===== src/hdl/txcfs_pkg.sv =====
// Package with register map, field positions and types of the tx clock and frame sync block
package txcfs_pkg;
   // Register byte addresses
   localparam logic [3:0] TXCFS_FSCTL_ADDR  = 4'h0;
   localparam logic [3:0] TXCFS_CKCTL_ADDR  = 4'h4;
   localparam logic [3:0] TXCFS_HCCTL_ADDR  = 4'h8;
   localparam logic [3:0] TXCFS_STAT_ADDR   = 4'hC;
   // Frame sync control fields
   localparam int TXCFS_MODE_LSB  = 7;
   localparam int TXCFS_MODE_MSB  = 15;
   localparam int TXCFS_WID_BIT   = 4;
   localparam int TXCFS_SRC_BIT   = 1;
   localparam int TXCFS_POL_BIT   = 0;
   // Bit clock control fields
   localparam int TXCFS_EDGE_BIT  = 7;
   localparam int TXCFS_INDEP_BIT = 6;
   localparam int TXCFS_CSRC_BIT  = 5;
   localparam int TXCFS_DIV_MSB   = 4;
   // High clock control fields
   localparam int TXCFS_HSRC_BIT  = 15;
   localparam int TXCFS_HDIV_MSB  = 11;
   // Writable masks; other bits are reserved
   localparam logic [31:0] TXCFS_FSCTL_MASK = 32'h0000_FF93;
   localparam logic [31:0] TXCFS_CKCTL_MASK = 32'h0000_00FF;
   localparam logic [31:0] TXCFS_HCCTL_MASK = 32'h0000_8FFF;
   // Reset values
   localparam logic [31:0] TXCFS_FSCTL_RST  = 32'h0000_0000;
   localparam logic [31:0] TXCFS_CKCTL_RST  = 32'h0000_0000;
   localparam logic [31:0] TXCFS_HCCTL_RST  = 32'h0000_0000;
   // Mode codes
   localparam logic [8:0] TXCFS_MODE_BURST = 9'h000;
   localparam logic [8:0] TXCFS_MODE_TDMLO = 9'h002;
   localparam logic [8:0] TXCFS_MODE_TDMHI = 9'h020;
   localparam logic [8:0] TXCFS_MODE_DAUD  = 9'h180;
   localparam logic [8:0] TXCFS_DAUD_SLOTS = 9'h180;
   // Bits per slot (word) used for frame timing
   localparam logic [5:0] TXCFS_SLOT_BITS  = 6'h20;
   typedef struct packed {
      logic [31:0] address;
      logic        read;
      logic        write;
      logic [31:0] writedata;
   } txcfs_req_t;
   typedef struct packed {
      logic [31:0] readdata;
      logic        waitrequest;
      logic        readdatavalid;
   } txcfs_rsp_t;
   typedef enum logic [1:0] {TXCFS_IDLE, TXCFS_ACK} txcfs_bus_t;
endpackage


===== src/hdl/txcfs_top.sv =====
// Transmit bit clock, high clock and frame sync generator with Avalon-MM registers
`timescale 1ns/1ps
`default_nettype none
// Operation
// - Frame mode in bits 15:7; zero means burst, a frame of one slot.
// - Modes 2h-20h are TDM slots, 180h is 384-slot mode, others reserved.
// - Bit 4 sets sync width: one bit clock or one whole word.
// - Bit 1: zero accepts external frame sync, one generates and drives it.
// - Bit 0: zero rising edge starts frame, one falling edge.
// - Reserved bits read zero and writes to them change nothing.
// - Bit 7: zero launches data on rising clock edge, one on falling.
// - Bit 6: zero shares tx clocks with receive, one keeps them separate.
// - Bit 5: zero takes bit clock from pin, one from divider and drives it.
// - Bits 4:0 divide high clock by value plus one to make bit clock.
// - High clock from pin or twelve-bit divider of auxiliary clock.
// - Internal bit clock at divide-by-one passes high clock straight through.
module txcfs_top
   import txcfs_pkg::*;
(
   // Clock and reset
   input  wire logic        clk,
   input  wire logic        rst_b,
   // Avalon-MM slave
   input  wire txcfs_pkg::txcfs_req_t avs_req,
   output var  txcfs_pkg::txcfs_rsp_t avs_rsp,
   // Clock pins
   input  wire logic        aux_in,
   input  wire logic        hclk_pin_in,
   input  wire logic        bclk_pin_in,
   output logic             bclk_out,
   output logic             bclk_oe,
   // Frame sync pin
   input  wire logic        fs_pin_in,
   output logic             fs_out,
   output logic             fs_oe,
   // Derived controls for data and receive logic
   output logic             launch_strobe,
   output logic             frame_start,
   output logic             rx_share_clk
);
   import txcfs_pkg::*;

   function automatic logic sync3(input logic [2:0] s, input logic prev);
      sync3 = (s[2] == s[1]) ? s[1] : prev;
   endfunction

   logic [31:0] fs_reg, fs_next, ck_reg, ck_next, hc_reg, hc_next;
   txcfs_bus_t  st_reg, st_next;
   txcfs_rsp_t  rsp_reg, rsp_next;
   logic [2:0]  aux_s_reg, hp_s_reg, bp_s_reg, fp_s_reg;
   logic        aux_f_reg, hp_f_reg, bp_f_reg, fp_f_reg;
   logic [11:0] hcnt_reg, hcnt_next;
   logic        hint_reg, hint_next;
   logic        hclk_prev_reg;
   logic [4:0]  bcnt_reg, bcnt_next;
   logic        bint_reg, bint_next;
   logic        bclk_prev_reg;
   logic [5:0]  bit_reg, bit_next;
   logic [8:0]  slot_reg, slot_next;
   logic        fsgen_reg, fsgen_next;
   logic        fsin_prev_reg;
   logic        bco_reg, bco_next, bcoe_reg, bcoe_next;
   logic        fso_reg, fso_next, fsoe_reg, fsoe_next;
   logic        ls_reg, ls_next, fst_reg, fst_next, shr_reg;

   logic [8:0]  mode;
   logic        wid, fsrc, fpol, edge_sel, csrc, hsrc;
   logic [4:0]  bdiv;
   logic [11:0] hdiv;
   logic        hclk, hrise, bclk, brise, bfall, launch, ext_start;
   logic [8:0]  nslots;
   logic        mode_ok;
   logic        addr_hit;

   // Full decode so that addresses above the map alias nothing
   assign addr_hit = (avs_req.address[31:4] == 28'h0000000);

   assign mode     = fs_reg[TXCFS_MODE_MSB:TXCFS_MODE_LSB];
   assign wid      = fs_reg[TXCFS_WID_BIT];
   assign fsrc     = fs_reg[TXCFS_SRC_BIT];
   assign fpol     = fs_reg[TXCFS_POL_BIT];
   assign edge_sel = ck_reg[TXCFS_EDGE_BIT];
   assign csrc     = ck_reg[TXCFS_CSRC_BIT];
   assign bdiv     = ck_reg[TXCFS_DIV_MSB:0];
   assign hsrc     = hc_reg[TXCFS_HSRC_BIT];
   assign hdiv     = hc_reg[TXCFS_HDIV_MSB:0];

   // Register bus: one wait cycle, then acknowledge
   always_comb begin
      st_next  = st_reg;
      fs_next  = fs_reg;
      ck_next  = ck_reg;
      hc_next  = hc_reg;
      rsp_next = '{readdata: 32'h0000_0000, waitrequest: 1'b1, readdatavalid: 1'b0};
      case (st_reg)
         TXCFS_IDLE: begin
            if (avs_req.read || avs_req.write) begin
               st_next = TXCFS_ACK;
               rsp_next.waitrequest = 1'b0;
               if (avs_req.read) begin
                  rsp_next.readdatavalid = 1'b1;
                  if (addr_hit) begin
                     case (avs_req.address[3:0])
                        TXCFS_FSCTL_ADDR: rsp_next.readdata = fs_reg;
                        TXCFS_CKCTL_ADDR: rsp_next.readdata = ck_reg;
                        TXCFS_HCCTL_ADDR: rsp_next.readdata = hc_reg;
                        TXCFS_STAT_ADDR:  rsp_next.readdata = {23'h0, slot_reg};
                        default:          rsp_next.readdata = 32'h0000_0000;
                     endcase
                  end
               end
            end
         end
         // Write lands on the edge where the master sees waitrequest low
         TXCFS_ACK: begin
            st_next = TXCFS_IDLE;
            if (avs_req.write && addr_hit) begin
               case (avs_req.address[3:0])
                  TXCFS_FSCTL_ADDR: fs_next = avs_req.writedata & TXCFS_FSCTL_MASK;
                  TXCFS_CKCTL_ADDR: ck_next = avs_req.writedata & TXCFS_CKCTL_MASK;
                  TXCFS_HCCTL_ADDR: hc_next = avs_req.writedata & TXCFS_HCCTL_MASK;
                  default: ;
               endcase
            end
         end
         default:   st_next = TXCFS_IDLE;
      endcase
   end

   // Pin qualification on three stages
   assign hclk = hsrc ? hint_reg : hp_f_reg;
   assign hrise = hclk & ~hclk_prev_reg;
   // High clock divider from auxiliary clock, value plus one
   always_comb begin
      hcnt_next = hcnt_reg;
      hint_next = hint_reg;
      if (hdiv == 12'h000) begin
         hint_next = aux_f_reg;
         hcnt_next = 12'h000;
      end else if (sync3(aux_s_reg, aux_f_reg) && !aux_f_reg) begin
         if (hcnt_reg >= hdiv) begin
            hcnt_next = 12'h000;
            hint_next = 1'b1;
         end else begin
            hcnt_next = hcnt_reg + 12'h001;
            if (hcnt_reg == {1'b0, hdiv[11:1]}) hint_next = 1'b0;
         end
      end
   end

   // Bit clock divider: one bit clock period every value plus one high clock rising edges
   always_comb begin
      bcnt_next = bcnt_reg;
      bint_next = bint_reg;
      if (bdiv == 5'h00) begin
         bint_next = hclk;
         bcnt_next = 5'h00;
      end else if (hrise) begin
         if (bcnt_reg >= bdiv) begin
            bcnt_next = 5'h00;
            bint_next = 1'b1;
         end else begin
            bcnt_next = bcnt_reg + 5'h01;
            if (bcnt_reg == {1'b0, bdiv[4:1]}) bint_next = 1'b0;
         end
      end
   end

   assign bclk  = csrc ? bint_reg : bp_f_reg;
   assign brise = bclk & ~bclk_prev_reg;
   assign bfall = ~bclk & bclk_prev_reg;
   assign launch = edge_sel ? bfall : brise;
   assign mode_ok = (mode >= TXCFS_MODE_TDMLO && mode <= TXCFS_MODE_TDMHI) ||
                    (mode == TXCFS_MODE_DAUD);
   assign nslots = (mode == TXCFS_MODE_DAUD) ? TXCFS_DAUD_SLOTS : mode;
   assign ext_start = fpol ? (~fp_f_reg & fsin_prev_reg) : (fp_f_reg & ~fsin_prev_reg);

   // Frame counter: bits per slot, slots per frame
   always_comb begin
      bit_next   = bit_reg;
      slot_next  = slot_reg;
      fsgen_next = fsgen_reg;
      fst_next   = 1'b0;
      if (!fsrc && ext_start) begin
         bit_next  = 6'h00;
         slot_next = 9'h000;
         fst_next  = 1'b1;
      end else if (launch) begin
         if (bit_reg == TXCFS_SLOT_BITS - 6'h01) begin
            bit_next = 6'h00;
            if (mode == TXCFS_MODE_BURST || !mode_ok || slot_reg >= nslots - 9'h001) begin
               slot_next = 9'h000;
            end else begin
               slot_next = slot_reg + 9'h001;
            end
         end else begin
            bit_next = bit_reg + 6'h01;
         end
         if (fsrc) begin
            fsgen_next = (mode_ok || mode == TXCFS_MODE_BURST) && slot_next == 9'h000 &&
                         (wid || bit_next == 6'h00);
            fst_next = fsgen_next && bit_next == 6'h00;
         end
      end
      if (!fsrc) fsgen_next = 1'b0;
   end

   always_comb begin
      bco_next  = bclk;
      bcoe_next = csrc;
      fso_next  = fsgen_reg ^ fpol;
      fsoe_next = fsrc;
      ls_next   = launch;
   end

   always_ff @(posedge clk or negedge rst_b) begin
      if (!rst_b) begin
         st_reg <= TXCFS_IDLE;
         rsp_reg <= '{readdata: 32'h0000_0000, waitrequest: 1'b1, readdatavalid: 1'b0};
         fs_reg <= TXCFS_FSCTL_RST;
         ck_reg <= TXCFS_CKCTL_RST;
         hc_reg <= TXCFS_HCCTL_RST;
         aux_s_reg <= 3'h0;
         hp_s_reg <= 3'h0;
         bp_s_reg <= 3'h0;
         fp_s_reg <= 3'h0;
         aux_f_reg <= 1'b0;
         hp_f_reg <= 1'b0;
         bp_f_reg <= 1'b0;
         fp_f_reg <= 1'b0;
         hcnt_reg <= 12'h000;
         hint_reg <= 1'b0;
         hclk_prev_reg <= 1'b0;
         bcnt_reg <= 5'h00;
         bint_reg <= 1'b0;
         bclk_prev_reg <= 1'b0;
         bit_reg <= 6'h00;
         slot_reg <= 9'h000;
         fsgen_reg <= 1'b0;
         fsin_prev_reg <= 1'b0;
         bco_reg <= 1'b0;
         bcoe_reg <= 1'b0;
         fso_reg <= 1'b0;
         fsoe_reg <= 1'b0;
         ls_reg <= 1'b0;
         fst_reg <= 1'b0;
         shr_reg <= 1'b1;
      end else begin
         st_reg <= st_next;
         rsp_reg <= rsp_next;
         fs_reg <= fs_next;
         ck_reg <= ck_next;
         hc_reg <= hc_next;
         // Stage 0 is only read by stage 1
         aux_s_reg <= {aux_s_reg[1:0], aux_in};
         hp_s_reg <= {hp_s_reg[1:0], hclk_pin_in};
         bp_s_reg <= {bp_s_reg[1:0], bclk_pin_in};
         fp_s_reg <= {fp_s_reg[1:0], fs_pin_in};
         aux_f_reg <= sync3(aux_s_reg, aux_f_reg);
         hp_f_reg <= sync3(hp_s_reg, hp_f_reg);
         bp_f_reg <= sync3(bp_s_reg, bp_f_reg);
         fp_f_reg <= sync3(fp_s_reg, fp_f_reg);
         hcnt_reg <= hcnt_next;
         hint_reg <= hint_next;
         hclk_prev_reg <= hclk;
         bcnt_reg <= bcnt_next;
         bint_reg <= bint_next;
         bclk_prev_reg <= bclk;
         bit_reg <= bit_next;
         slot_reg <= slot_next;
         fsgen_reg <= fsgen_next;
         fsin_prev_reg <= fp_f_reg;
         bco_reg <= bco_next;
         bcoe_reg <= bcoe_next;
         fso_reg <= fso_next;
         fsoe_reg <= fsoe_next;
         ls_reg <= ls_next;
         fst_reg <= fst_next;
         shr_reg <= ~ck_reg[TXCFS_INDEP_BIT];
      end
   end

   assign avs_rsp = rsp_reg;
   assign bclk_out = bco_reg;
   assign bclk_oe = bcoe_reg;
   assign fs_out = fso_reg;
   assign fs_oe = fsoe_reg;
   assign launch_strobe = ls_reg;
   assign frame_start = fst_reg;
   assign rx_share_clk = shr_reg;

   a_bclk_drive: assert property (@(posedge clk) disable iff (!rst_b)
      bcoe_reg == $past(csrc)) else $error("bit clock enable wrong");
   a_fs_drive: assert property (@(posedge clk) disable iff (!rst_b)
      fsoe_reg == $past(fsrc)) else $error("frame sync enable wrong");
   a_fs_pol: assert property (@(posedge clk) disable iff (!rst_b)
      fso_reg == ($past(fsgen_reg) ^ $past(fpol))) else $error("sync polarity wrong");
   a_resv_zero: assert property (@(posedge clk) disable iff (!rst_b)
      (fs_reg & ~TXCFS_FSCTL_MASK) == 32'h0 && (ck_reg & ~TXCFS_CKCTL_MASK) == 32'h0)
      else $error("reserved bit set");
   a_share_clk: assert property (@(posedge clk) disable iff (!rst_b)
      rx_share_clk == !$past(ck_reg[TXCFS_INDEP_BIT])) else $error("share flag wrong");
   a_div_pass: assert property (@(posedge clk) disable iff (!rst_b)
      bdiv == 5'h00 && $past(bdiv) == 5'h00 |-> bint_reg == $past(hclk))
      else $error("divide by one not passed");
   a_bit_range: assert property (@(posedge clk) disable iff (!rst_b)
      bit_reg < TXCFS_SLOT_BITS) else $error("bit counter overflow");
   // A mode change may leave the count high until its slot ends, so only the step is checked
   a_slot_range: assert property (@(posedge clk) disable iff (!rst_b)
      mode_ok && slot_reg < nslots ##1 $stable(mode) |-> slot_reg < nslots)
      else $error("slot counter overflow");
   a_burst_slot: assert property (@(posedge clk) disable iff (!rst_b)
      mode == TXCFS_MODE_BURST && $past(mode) == TXCFS_MODE_BURST && $past(launch) &&
      $past(bit_reg) == 6'h1F |-> slot_reg == 9'h000) else $error("burst slot advanced");
   a_wid_bit: assert property (@(posedge clk) disable iff (!rst_b)
      $past(launch && fsrc && !wid) |-> !fsgen_reg || bit_reg == 6'h00)
      else $error("single bit sync too wide");
   a_hdiv_cnt: assert property (@(posedge clk) disable iff (!rst_b)
      hcnt_reg <= hdiv || $changed(hdiv) || $past(hcnt_reg) > $past(hdiv))
      else $error("high divider overrun");
   a_launch_edge: assert property (@(posedge clk) disable iff (!rst_b)
      launch_strobe == ($past(edge_sel) ? $past(bfall) : $past(brise)))
      else $error("launch edge wrong");
   c_frame_int: cover property (@(posedge clk) disable iff (!rst_b) fsrc && fst_reg);
   c_frame_ext: cover property (@(posedge clk) disable iff (!rst_b) !fsrc && fst_reg);
   c_daud_mode: cover property (@(posedge clk) disable iff (!rst_b)
      mode == TXCFS_MODE_DAUD && slot_reg == 9'h17F);
   c_read_ack: cover property (@(posedge clk) disable iff (!rst_b) rsp_reg.readdatavalid);
endmodule
`default_nettype wire


===== config.mk =====
export PLATFORM = sky130hd
export DESIGN_NAME = txcfs_top
export DESIGN_NICKNAME = d
export VERILOG_FILES = /design/src/hdl/txcfs_pkg.sv /design/src/hdl/txcfs_top.sv
export SDC_FILE = /design/constraint.sdc
export NUM_CORES = 1
export LEC_CHECK = 0
export BUFFER_PORTS_ARGS = -buffer_cell sky130_fd_sc_hd__clkbuf_2
export CAP_MARGIN = 20
export CELL_PAD_IN_SITES_DETAIL_PLACEMENT = 1
export CELL_PAD_IN_SITES_GLOBAL_PLACEMENT = 2
export CORE_MARGIN = 10
export CORE_UTILIZATION = 35
export CTS_BUF_LIST = sky130_fd_sc_hd__clkbuf_4 sky130_fd_sc_hd__clkbuf_8
export CTS_CLUSTER_SIZE = 16
export DETAILED_ROUTE_END_ITERATION = 10
export PLACE_DENSITY = 0.88
export SETUP_SLACK_MARGIN = 0.2
export SLEW_MARGIN = 40
export SYNTH_ARGS = -nofsm -noshare
export SYNTH_HDL_FRONTEND = slang
export SYNTH_SLANG_ARGS = --single-unit

===== constraint.sdc =====
create_clock -name clk -period 8.7 [get_ports clk]
set_clock_uncertainty 0.05 [all_clocks]
set_input_delay 0.87 -clock clk [delete_from_list [all_inputs] [get_ports clk]]
set_output_delay 0.87 -clock clk [all_outputs]
set_load 0.02 [all_outputs]

-- Yosys cells after proc, flatten, opt, wreduce, memory -nomap -nowiden
Index checks and enable logic that the tools add are counted.
W data, S select, Z words.
- add/subtract/negate cells: 5
- magnitude comparators: 5
- eq/ne operators: 15
- multiplexer cells: 45
- bitwise logic cells: 12
- reduce and logical (&&, ||, !) cells: 35
- operators with widths (operator ; count):
    $pmux W16 S4 ; 1
    $mux W9 ; 7
    $mux W12 ; 3
    $mux W18 ; 2
    $mux W16 ; 2
    $mux W6 ; 5
    $logic_not A28 Y1 ; 1
    $mux W1 ; 20
    $logic_not A9 Y1 ; 2
    $mux W5 ; 3
    $add A12 B1 Y12 const B ; 1
    $eq A12 B11 Y1 ; 1
    $ge A12 B12 Y1 ; 1
    $logic_not A12 Y1 ; 1
    $add A9 B1 Y9 const B ; 1
    $eq A9 B9 Y1 const B ; 1
    $ge A9 B2 Y1 const B ; 1
    $ge A9 B9 Y1 ; 1
    $le A9 B6 Y1 const B ; 1
    $reduce_and A3 Y1 ; 3
    $sub A9 B1 Y9 const B ; 1
    $eq A4 B4 Y1 const B ; 2
    $logic_and A1 B1 Y1 ; 7
    $add A6 B1 Y6 const B ; 1
    other kinds (22) ; 48
- register bits after elaboration: 129
- logic and storage cells: 148

-- Longest topological paths before layout
Gate-level depths: netlist (run 1).
- depth after elaboration: 17
- depth in mapped cells: 16

-- Least setup slack after synthesis (run 1)
Ideal clock, no wire load.
- kind: reg-to-reg
- start point: register fs_reg[7]
- end point: register fsgen_reg
- library setup time: 125 ps
- arrival time: 3501 ps
- data required time: 8525 ps
- setup slack: 5025 ps
- cell stages (with the launch flop): 17
- buffers on the path: 1
- period minus slack after synthesis: 3675 ps
- path through: dfrtp_1 inv_1 ha_1 or4b_4 or4_4 a21oi_1 nand2_1 xor2_1 ha_1 a21oi_1 o221ai_1 a21oi_1 nand3b_2 buf_6 a32oi_1 nor3_1 mux2_2
- cells in the longest elaborated chain, start to end: 16
- ends and longest elaborated chain (what ; line ; source):
    start, declared ; txcfs_top.sv:47 ; logic [31:0] fs_reg, fs_next, ck_reg, ck_next, hc_reg, hc_next;
    start signal, assigned ; txcfs_top.sv:251 ; fs_reg <= fs_next;
    branches (longest 11 deep; another with $sub A9 B1 Y9) ; - ;
    $logic_and A1 B1 Y1 * (2 in series) ; txcfs_top.sv:200 ; fsgen_next = (mode_ok || mode == TXCFS_MODE_BURST) && slot_next == 9'h000 &&
    $mux W1 * ; txcfs_top.sv:188 ; end else if (launch) begin
    $mux W1 * ; txcfs_top.sv:184 ; if (!fsrc && ext_start) begin
    $mux W1 * ; txcfs_top.sv:205 ; if (!fsrc) fsgen_next = 1'b0;
    end signal, assigned ; txcfs_top.sv:271 ; fsgen_reg <= fsgen_next;
    end, declared ; txcfs_top.sv:60 ; logic fsgen_reg, fsgen_next;
Mark *: on every way between the ends. The select of a mux whose other input is x is not followed.
A chain may end at the register's enable or synchronous reset.

-- Worst setup path after layout (run 1)
- start point: register fs_reg[7]
- end point: register slot_reg[4]
- cells in the longest elaborated chain, start to end: 12
- ends and longest elaborated chain (what ; line ; source):
    branches (longest 5 deep; another with $sub A9 B1 Y9) ; - ;
    $logic_or A1 B1 Y1 * ; txcfs_top.sv:191 ; if (mode == TXCFS_MODE_BURST || !mode_ok || slot_reg >= nslots - 9'h001) begin
    $mux W9 * ; txcfs_top.sv:191 ;
    $mux W9 * ; txcfs_top.sv:189 ; if (bit_reg == TXCFS_SLOT_BITS - 6'h01) begin
    $mux W9 * ; txcfs_top.sv:188 ;
    $mux W9 * ; txcfs_top.sv:184 ;
    $mux W9 * ; txcfs_top.sv:188 ;
    $mux W9 * ; txcfs_top.sv:184 ;
    end signal, assigned ; txcfs_top.sv:270 ; slot_reg <= slot_next;
    end, declared ; txcfs_top.sv:59 ; logic [8:0] slot_reg, slot_next;
Marks and branches as above.

==> results.json, run 1 <==
{
  "ir_worst_vdd_mv": 0.0724,
  "vias_per_cell": 5.36,
  "synth-warning-count": 0,
  "grt_max_degree": 84,
  "p_comb_share_pct": 13.1,
  "detail-route-antenna-nets": 0,
  "area_growth_pct": 12.7,
  "cts_inserted_buffers": 9,
  "num_vias": 4824,
  "cts.path.max_buffers": 2,
  "drt-initial-drc-count": 304,
  "synth_cells": 603,
  "die_y_um": 150,
  "tightest_slew_ps": 816,
  "synth_area_leaders": "dfrtp_1 46%, ha_1 6.7%, o21ai_0 3.9%",
  "layout.cells.non_filler": 900,
  "clock_latency_ps": 390,
  "fp.dieArea_um2": 22600,
  "synth_edf_count": 0,
  "drive_above_1_share_pct": 19.3,
  "largest_reg_flops": 18,
  "holdPathStages": 0,
  "drt_pass1_iterations": 5,
  "synth_top_area_cell": "dfrtp_1",
  "hold_path.class": "reg -> reg",
  "finalCritPeriodShare_pct": 48.2,
  "drv_slew": 0,
  "pwr-share-clk_pct": 29.9,
  "root_buffer": "clkbuf_8",
  "cts_max_level": 3,
  "endpoint_kind": "flip-flop",
  "hold_viol_final": 0,
  "leakage_nw": 3.22,
  "regArea_um2": 2810,
  "drt_wl_total_um": 16700,
  "antenna_found_initial": 0,
  "drc": 0,
  "switching_share_pct": 28.2,
  "status": "finished clean",
  "netlist_area_um2": 5940,
  "cts_num_sinks": 112,
  "start_util_pct": 35.8,
  "synth_top_area_share_pct": 46.4,
  "timing.fmax_ghz": 0.239,
  "nets": 779,
  "ys_ff_latch": 112,
  "r2r_start": "fs_reg[7]",
  "mostFrequentLayoutCells": "110 x dfrtp_1, 79 x clkbuf_2, 52 x nand2_1",
  "final_period_minus_worst_setup_slack_ps": 4190,
  "place_hpwl_um": 12800,
  "cts_resized": 0,
  "tritoncts": "done",
  "setup_viol": 0,
  "crit_required_ps": 8960,
  "cp_max_fo": 12,
  "powerDensity_nw_per_um2": 155,
  "syn_area_per_cell_um2": 9.85,
  "grt_usage_pct": 15.0,
  "holdPathEnd": "bp_s_reg[1]",
  "antenna_cells": 0,
  "port_buffers": 80,
  "rsz0062_at_grt": "no",
  "dp_cells": 884,
  "multi_input_area_um2": 2880,
  "synth_ff_type": "dfrtp_1",
  "seq_area_frac_synth_pct": 47.2,
  "finalSetupTns_ps": 0,
  "crit_arrival_ps": 4460,
  "cts.reportedPaths.clkPinSlew_ps": 100,
  "critPathKind": "reg -> reg",
  "intPower_w": 0.000743,
  "postCtsSetupBuffers": 0,
  "p_switching_w": 0.000292,
  "synth-async-reset-ratio_pct": 100,
  "ioPinCount": 113,
  "r2r_slack_ps": 4510,
  "r2r-end": "slot_reg[4]",
  "routabilityCongestion": 0.903,
  "first_global_vias": 5106,
  "fillers": 1949,
  "netlist-cell-type-count": 56,
  "cts_hold_buf": 0,
  "slew_headroom_pct": 45.2,
  "maxCapViolCount": 0,
  "seq_power_share_pct": 57.0,
  "grt_first_pass_wirelength_um": 27000,
  "fp.dieW_um": 150,
  "reg2regPathDepth": 14,
  "layout_commonest_cell": "dfrtp_1",
  "startpoint_type": "flip-flop",
  "hp-start": "bp_s_reg[0]",
  "fp-row-count": 47,
  "overflow": 0,
  "wl_per_cell_um": 18.5,
  "coreArea_um2": 16600
}
-- metal layers --
layer	vias to the layer above	track usage, %	part of all wire (%)
li1	2271	-	-
met1	2415	17.7	42
met2	111	26.6	51
met3	27	3.45	5.0
met4	0	4.37	1.9
met5	-	0	0
-- layout make-up --
| cell class | count | area share (%) |
|---|---|---|
| timing repair buffer | 83 | 6.45 |
| tap | 220 | 4.11 |
| inverter | 29 | 1.63 |
| clock buffer | 14 | 2.69 |
| sequential | 112 | 41.9 |
| multi-input combinational | 440 | 43.0 |
| clock inverter | 2 | 0.187 |
-- cell usage after synthesis (all sizes together), types with 16 or more instances --
cell      n
ha       32
buf      18
mux2     20
nand2    52
inv      29
a22oi    16
o21ai    47
dfrtp   110
nor4     17
nor2     52
a21oi    31
xor2     19
clkbuf   19
-- per-stage QoR --
step	total power [W]	hold WS, ps	util (%)	setup WS (ps)	cell area [um2]
floorplan	0.000679	281	-	5020	5990
global placement	0.000724	286	39.1	4610	6490
detailed placement	0.000739	289	39.2	4510	6490
CTS	0.00105	313	40.3	4490	6690
global route	0.00109	326	40.4	4210	6690
finish	0.00103	309	40.4	4510	6690
-- worst max path at each step --
stage | start | to
global placement | fs_reg[7] | slot_reg[4]
detailed placement | fs_reg[7] | slot_reg[5]
finish | fs_reg[7] | slot_reg[4]
global route | fs_reg[7] | slot_reg[4]
floorplan | fs_reg[7] | fsgen_reg
CTS | fs_reg[7] | slot_reg[4]
-- logic make-up after synthesis --
logic type	count (synthesis)	share of synthesized area (%)
AO/OA/AOI/OAI	139	15.0
AND/OR/NAND/NOR	203	17.2
buffers and inverters	66	5.44
adder cells (fa/ha/maj)	36	7.42
flip-flops	112	47.2
other	1	0.0632
multiplexers	22	4.13
XOR/XNOR	24	3.54
-- worst max-delay path: stages, from the launching register on --
cell      delay, ps
dfrtp_1         460
inv_1           140
ha_1            210
or4b_4          490
or4_4           530
a21oi_1         220
nand2_1          90
xor2_1          150
ha_1            300
a21oi_1         160
o221ai_1        150
a21oi_1         220
nand3b_2        270
or4_1           530
a21oi_1         160
-- power groups by stage --
stage | sequential [W] | combinational (W) | clock (W)
2_1_floorplan | 0.000590 | 0.0000889 | 0
3_3_place_gp | 0.000596 | 0.000128 | 0
3_5_place_dp | 0.000601 | 0.000138 | 0
4_1_cts | 0.000590 | 0.000139 | 0.000320
5_1_grt | 0.000597 | 0.000156 | 0.000342
6_report | 0.000590 | 0.000136 | 0.000309
Power figures use the tool's default switching activity.
==> inputs of run 2 (changes only) <==
==> constraint.sdc (replaced) <==
create_clock -name clk -period 4.4 [get_ports clk]
set_clock_uncertainty 0.05 [all_clocks]
set_input_delay 0.44 -clock clk [delete_from_list [all_inputs] [get_ports clk]]
set_output_delay 0.44 -clock clk [all_outputs]
set_load 0.02 [all_outputs]
==> run 2 against run 1 <==
Net effect: critical path depth unchanged; core utilization grew 0.38 points; critical endpoint unchanged; die area stayed put; design area grew 0.93%; first-iteration DRC count increased by 4.3%; wire length shrank 0.68%; via count decreased by 0.85%; worst setup slack lost 4100 ps; worst hold slack got worse by 220 ps; flip-flop and latch count stayed put; register-to-register slack worse by 4100 ps; sequential power increased by 97%.
==> results.json, run 2 (synthesis gave the netlist of run 1 again) <==
{
  "status": "finished clean",
  "drt-initial-drc-count": 317,
  "startpoint_type": "flip-flop",
  "slowest_stage": "or4_4",
  "coreArea_um2": 16600,
  "place_hpwl_um": 12800,
  "fp-row-count": 47,
  "drive_above_1_share_pct": 20.2,
  "maxUsedRoutingLayer": "met4",
  "cts_inserted_buffers": 9,
  "wl_per_cell_um": 18.3,
  "ir_worst_vdd_mv": 0.139,
  "leakage_nw": 3.25,
  "finalCritPeriodShare_pct": 91.5,
  "cts.reportedPaths.clkPinSlew_ps": 110,
  "crit_arrival_ps": 4300,
  "first_global_vias": 5147,
  "cp_top_family": "simple AND/OR/NAND/NOR gates",
  "detail-route-antenna-nets": 0,
  "pwr-share-clk_pct": 30.1,
  "fp.dieArea_um2": 22600,
  "slew_headroom_pct": 49.4,
  "grt_max_degree": 54,
  "hold_viol_final": 0,
  "hp-start": "aux_in",
  "fillers": 1943,
  "r2r_start": "fs_reg[7]",
  "endpoint_kind": "flip-flop",
  "dr_wl_met2_um": 8640,
  "timing.fmax_ghz": 0.248,
  "largest_reg_flops": 18,
  "cp_max_fo": 11,
  "r2r_slack_ps": 380,
  "setup_slack_ps": 375,
  "intPower_w": 0.00146,
  "grt_usage_pct": 15.1,
  "crit_required_ps": 4670,
  "start_util_pct": 35.8,
  "final_period_minus_worst_setup_slack_ps": 4020,
  "root_buffer": "clkbuf_8",
  "antenna_cells": 0,
  "dpl_worst_slack_ps": 189,
  "ioPinCount": 113,
  "port_buffers": 80,
  "crit_chain": "inv_1, ha_1, or4b_4, or4_4, a21oi_2, nand2_1, xor2_1, ha_1, a21oi_1, o221ai_1, a21oi_2, nand3b_4, or4_1, a21oi_1",
  "cts.path.max_buffers": 2,
  "routabilityCongestion": 0.875,
  "tritoncts": "done",
  "nets": 786,
  "slowest_delay_ps": 530,
  "rsz0062_at_grt": "no",
  "tightest_slew_ps": 754,
  "reg2regPathDepth": 14,
  "critPathKind": "reg -> reg",
  "holdPathEnd": "aux_s_reg[0]",
  "fp.dieW_um": 150,
  "crit_buf_inv": 1,
  "p_switching_w": 0.000580,
  "finalSetupTns_ps": 0,
  "grt_first_pass_wirelength_um": 27200,
  "holdPathStages": 1,
  "layout_commonest_cell": "dfrtp_1",
  "vias_per_cell": 5.27,
  "overflow": 0,
  "cts_max_level": 3,
  "p_comb_share_pct": 13.0,
  "clock_latency_ps": 400,
  "r2r-end": "slot_reg[4]",
  "area_growth_pct": 13.8,
  "powerDensity_nw_per_um2": 302,
  "drt_wl_total_um": 16600,
  "drt_pass1_iterations": 4,
  "switching_share_pct": 28.4,
  "antenna_found_initial": 0,
  "met1_length_um": 7030,
  "num_vias": 4783,
  "seq_power_share_pct": 56.9,
  "die_y_um": 150,
  "hold_path.class": "in -> reg",
  "drv_slew": 0,
  "cts_num_sinks": 112,
  "dr_wl_met3_um": 662,
  "mostFrequentLayoutCells": "109 x dfrtp_1, 79 x clkbuf_2, 52 x nand2_1",
  "setup_viol": 0,
  "maxCapViolCount": 0,
  "drc": 0
}
run 2: cell types whose count changed in the layout (fill, tap and decap cells not counted), moves of 2 or more:
cell,delta
buf_4,+7
a21oi_1,-3
a21oi_2,+3
clkbuf_8,-2
run 2: power by group through the flow:
stage                     clock network [W]  registers, W  logic [W]
after CTS                          0.000633       0.00116   0.000272
after global routing               0.000678       0.00118   0.000306
final                              0.000614       0.00116   0.000266
after floorplan                           0       0.00117   0.000176
after detailed placement                  0       0.00118   0.000269
after global placement                    0       0.00118   0.000254
run 2: final cells by class:
type                            instances  area (um2)  share of cell area [%]
Multi-Input combinational cell        440        2890                    42.8
Inverter                               29         109                    1.61
Clock inverter                          2        15.0                   0.222
Timing Repair Buffer                   90         480                    7.11
Sequential cell                       112        2810                    41.6
Tap cell                              220         275                    4.08
Clock buffer                           14         174                    2.58
run 2: timing repair:
item,in CTS,in global routing
endpoints found under the hold margin,29,0
setup buffers,0,3
pin swaps,0,1
hold buffers,1,0
gates resized for setup,2,3
setup endpoints to repair,2,7
run 2: through the flow:
step                cell area, um2  utilization [%]  cells  total power (W)  hold slack [ps]
finish                        6750             40.7    907          0.00204             88.5
global route                  6750             40.7    907          0.00216             74.8
CTS                           6720             40.5    904          0.00207             73.4
detailed placement            6510             39.3    887          0.00145              288
global placement              6510             39.2    887          0.00143              284
floorplan                     5990                -    618          0.00134             94.4
run 2: how the worst max path moves through the flow:
stage                         start          end  slack (ps)  cells after the start
final                     fs_reg[7]  slot_reg[4]         380                     14
after global routing      fs_reg[7]  slot_reg[4]         210                     14
after CTS                 fs_reg[7]  slot_reg[4]         280                     14
after detailed placement  fs_reg[7]  slot_reg[4]         190                     14
after global placement    fs_reg[7]  slot_reg[5]         380                     14
after floorplan           fs_reg[7]    fsgen_reg         720                     16
run 2: routing by layer:
metal  GRT usage, %  vias up
met2           26.7       78
met3           2.70       15
met4           5.30        0
met1           18.1     2407
met5              0        -
li1               -     2283
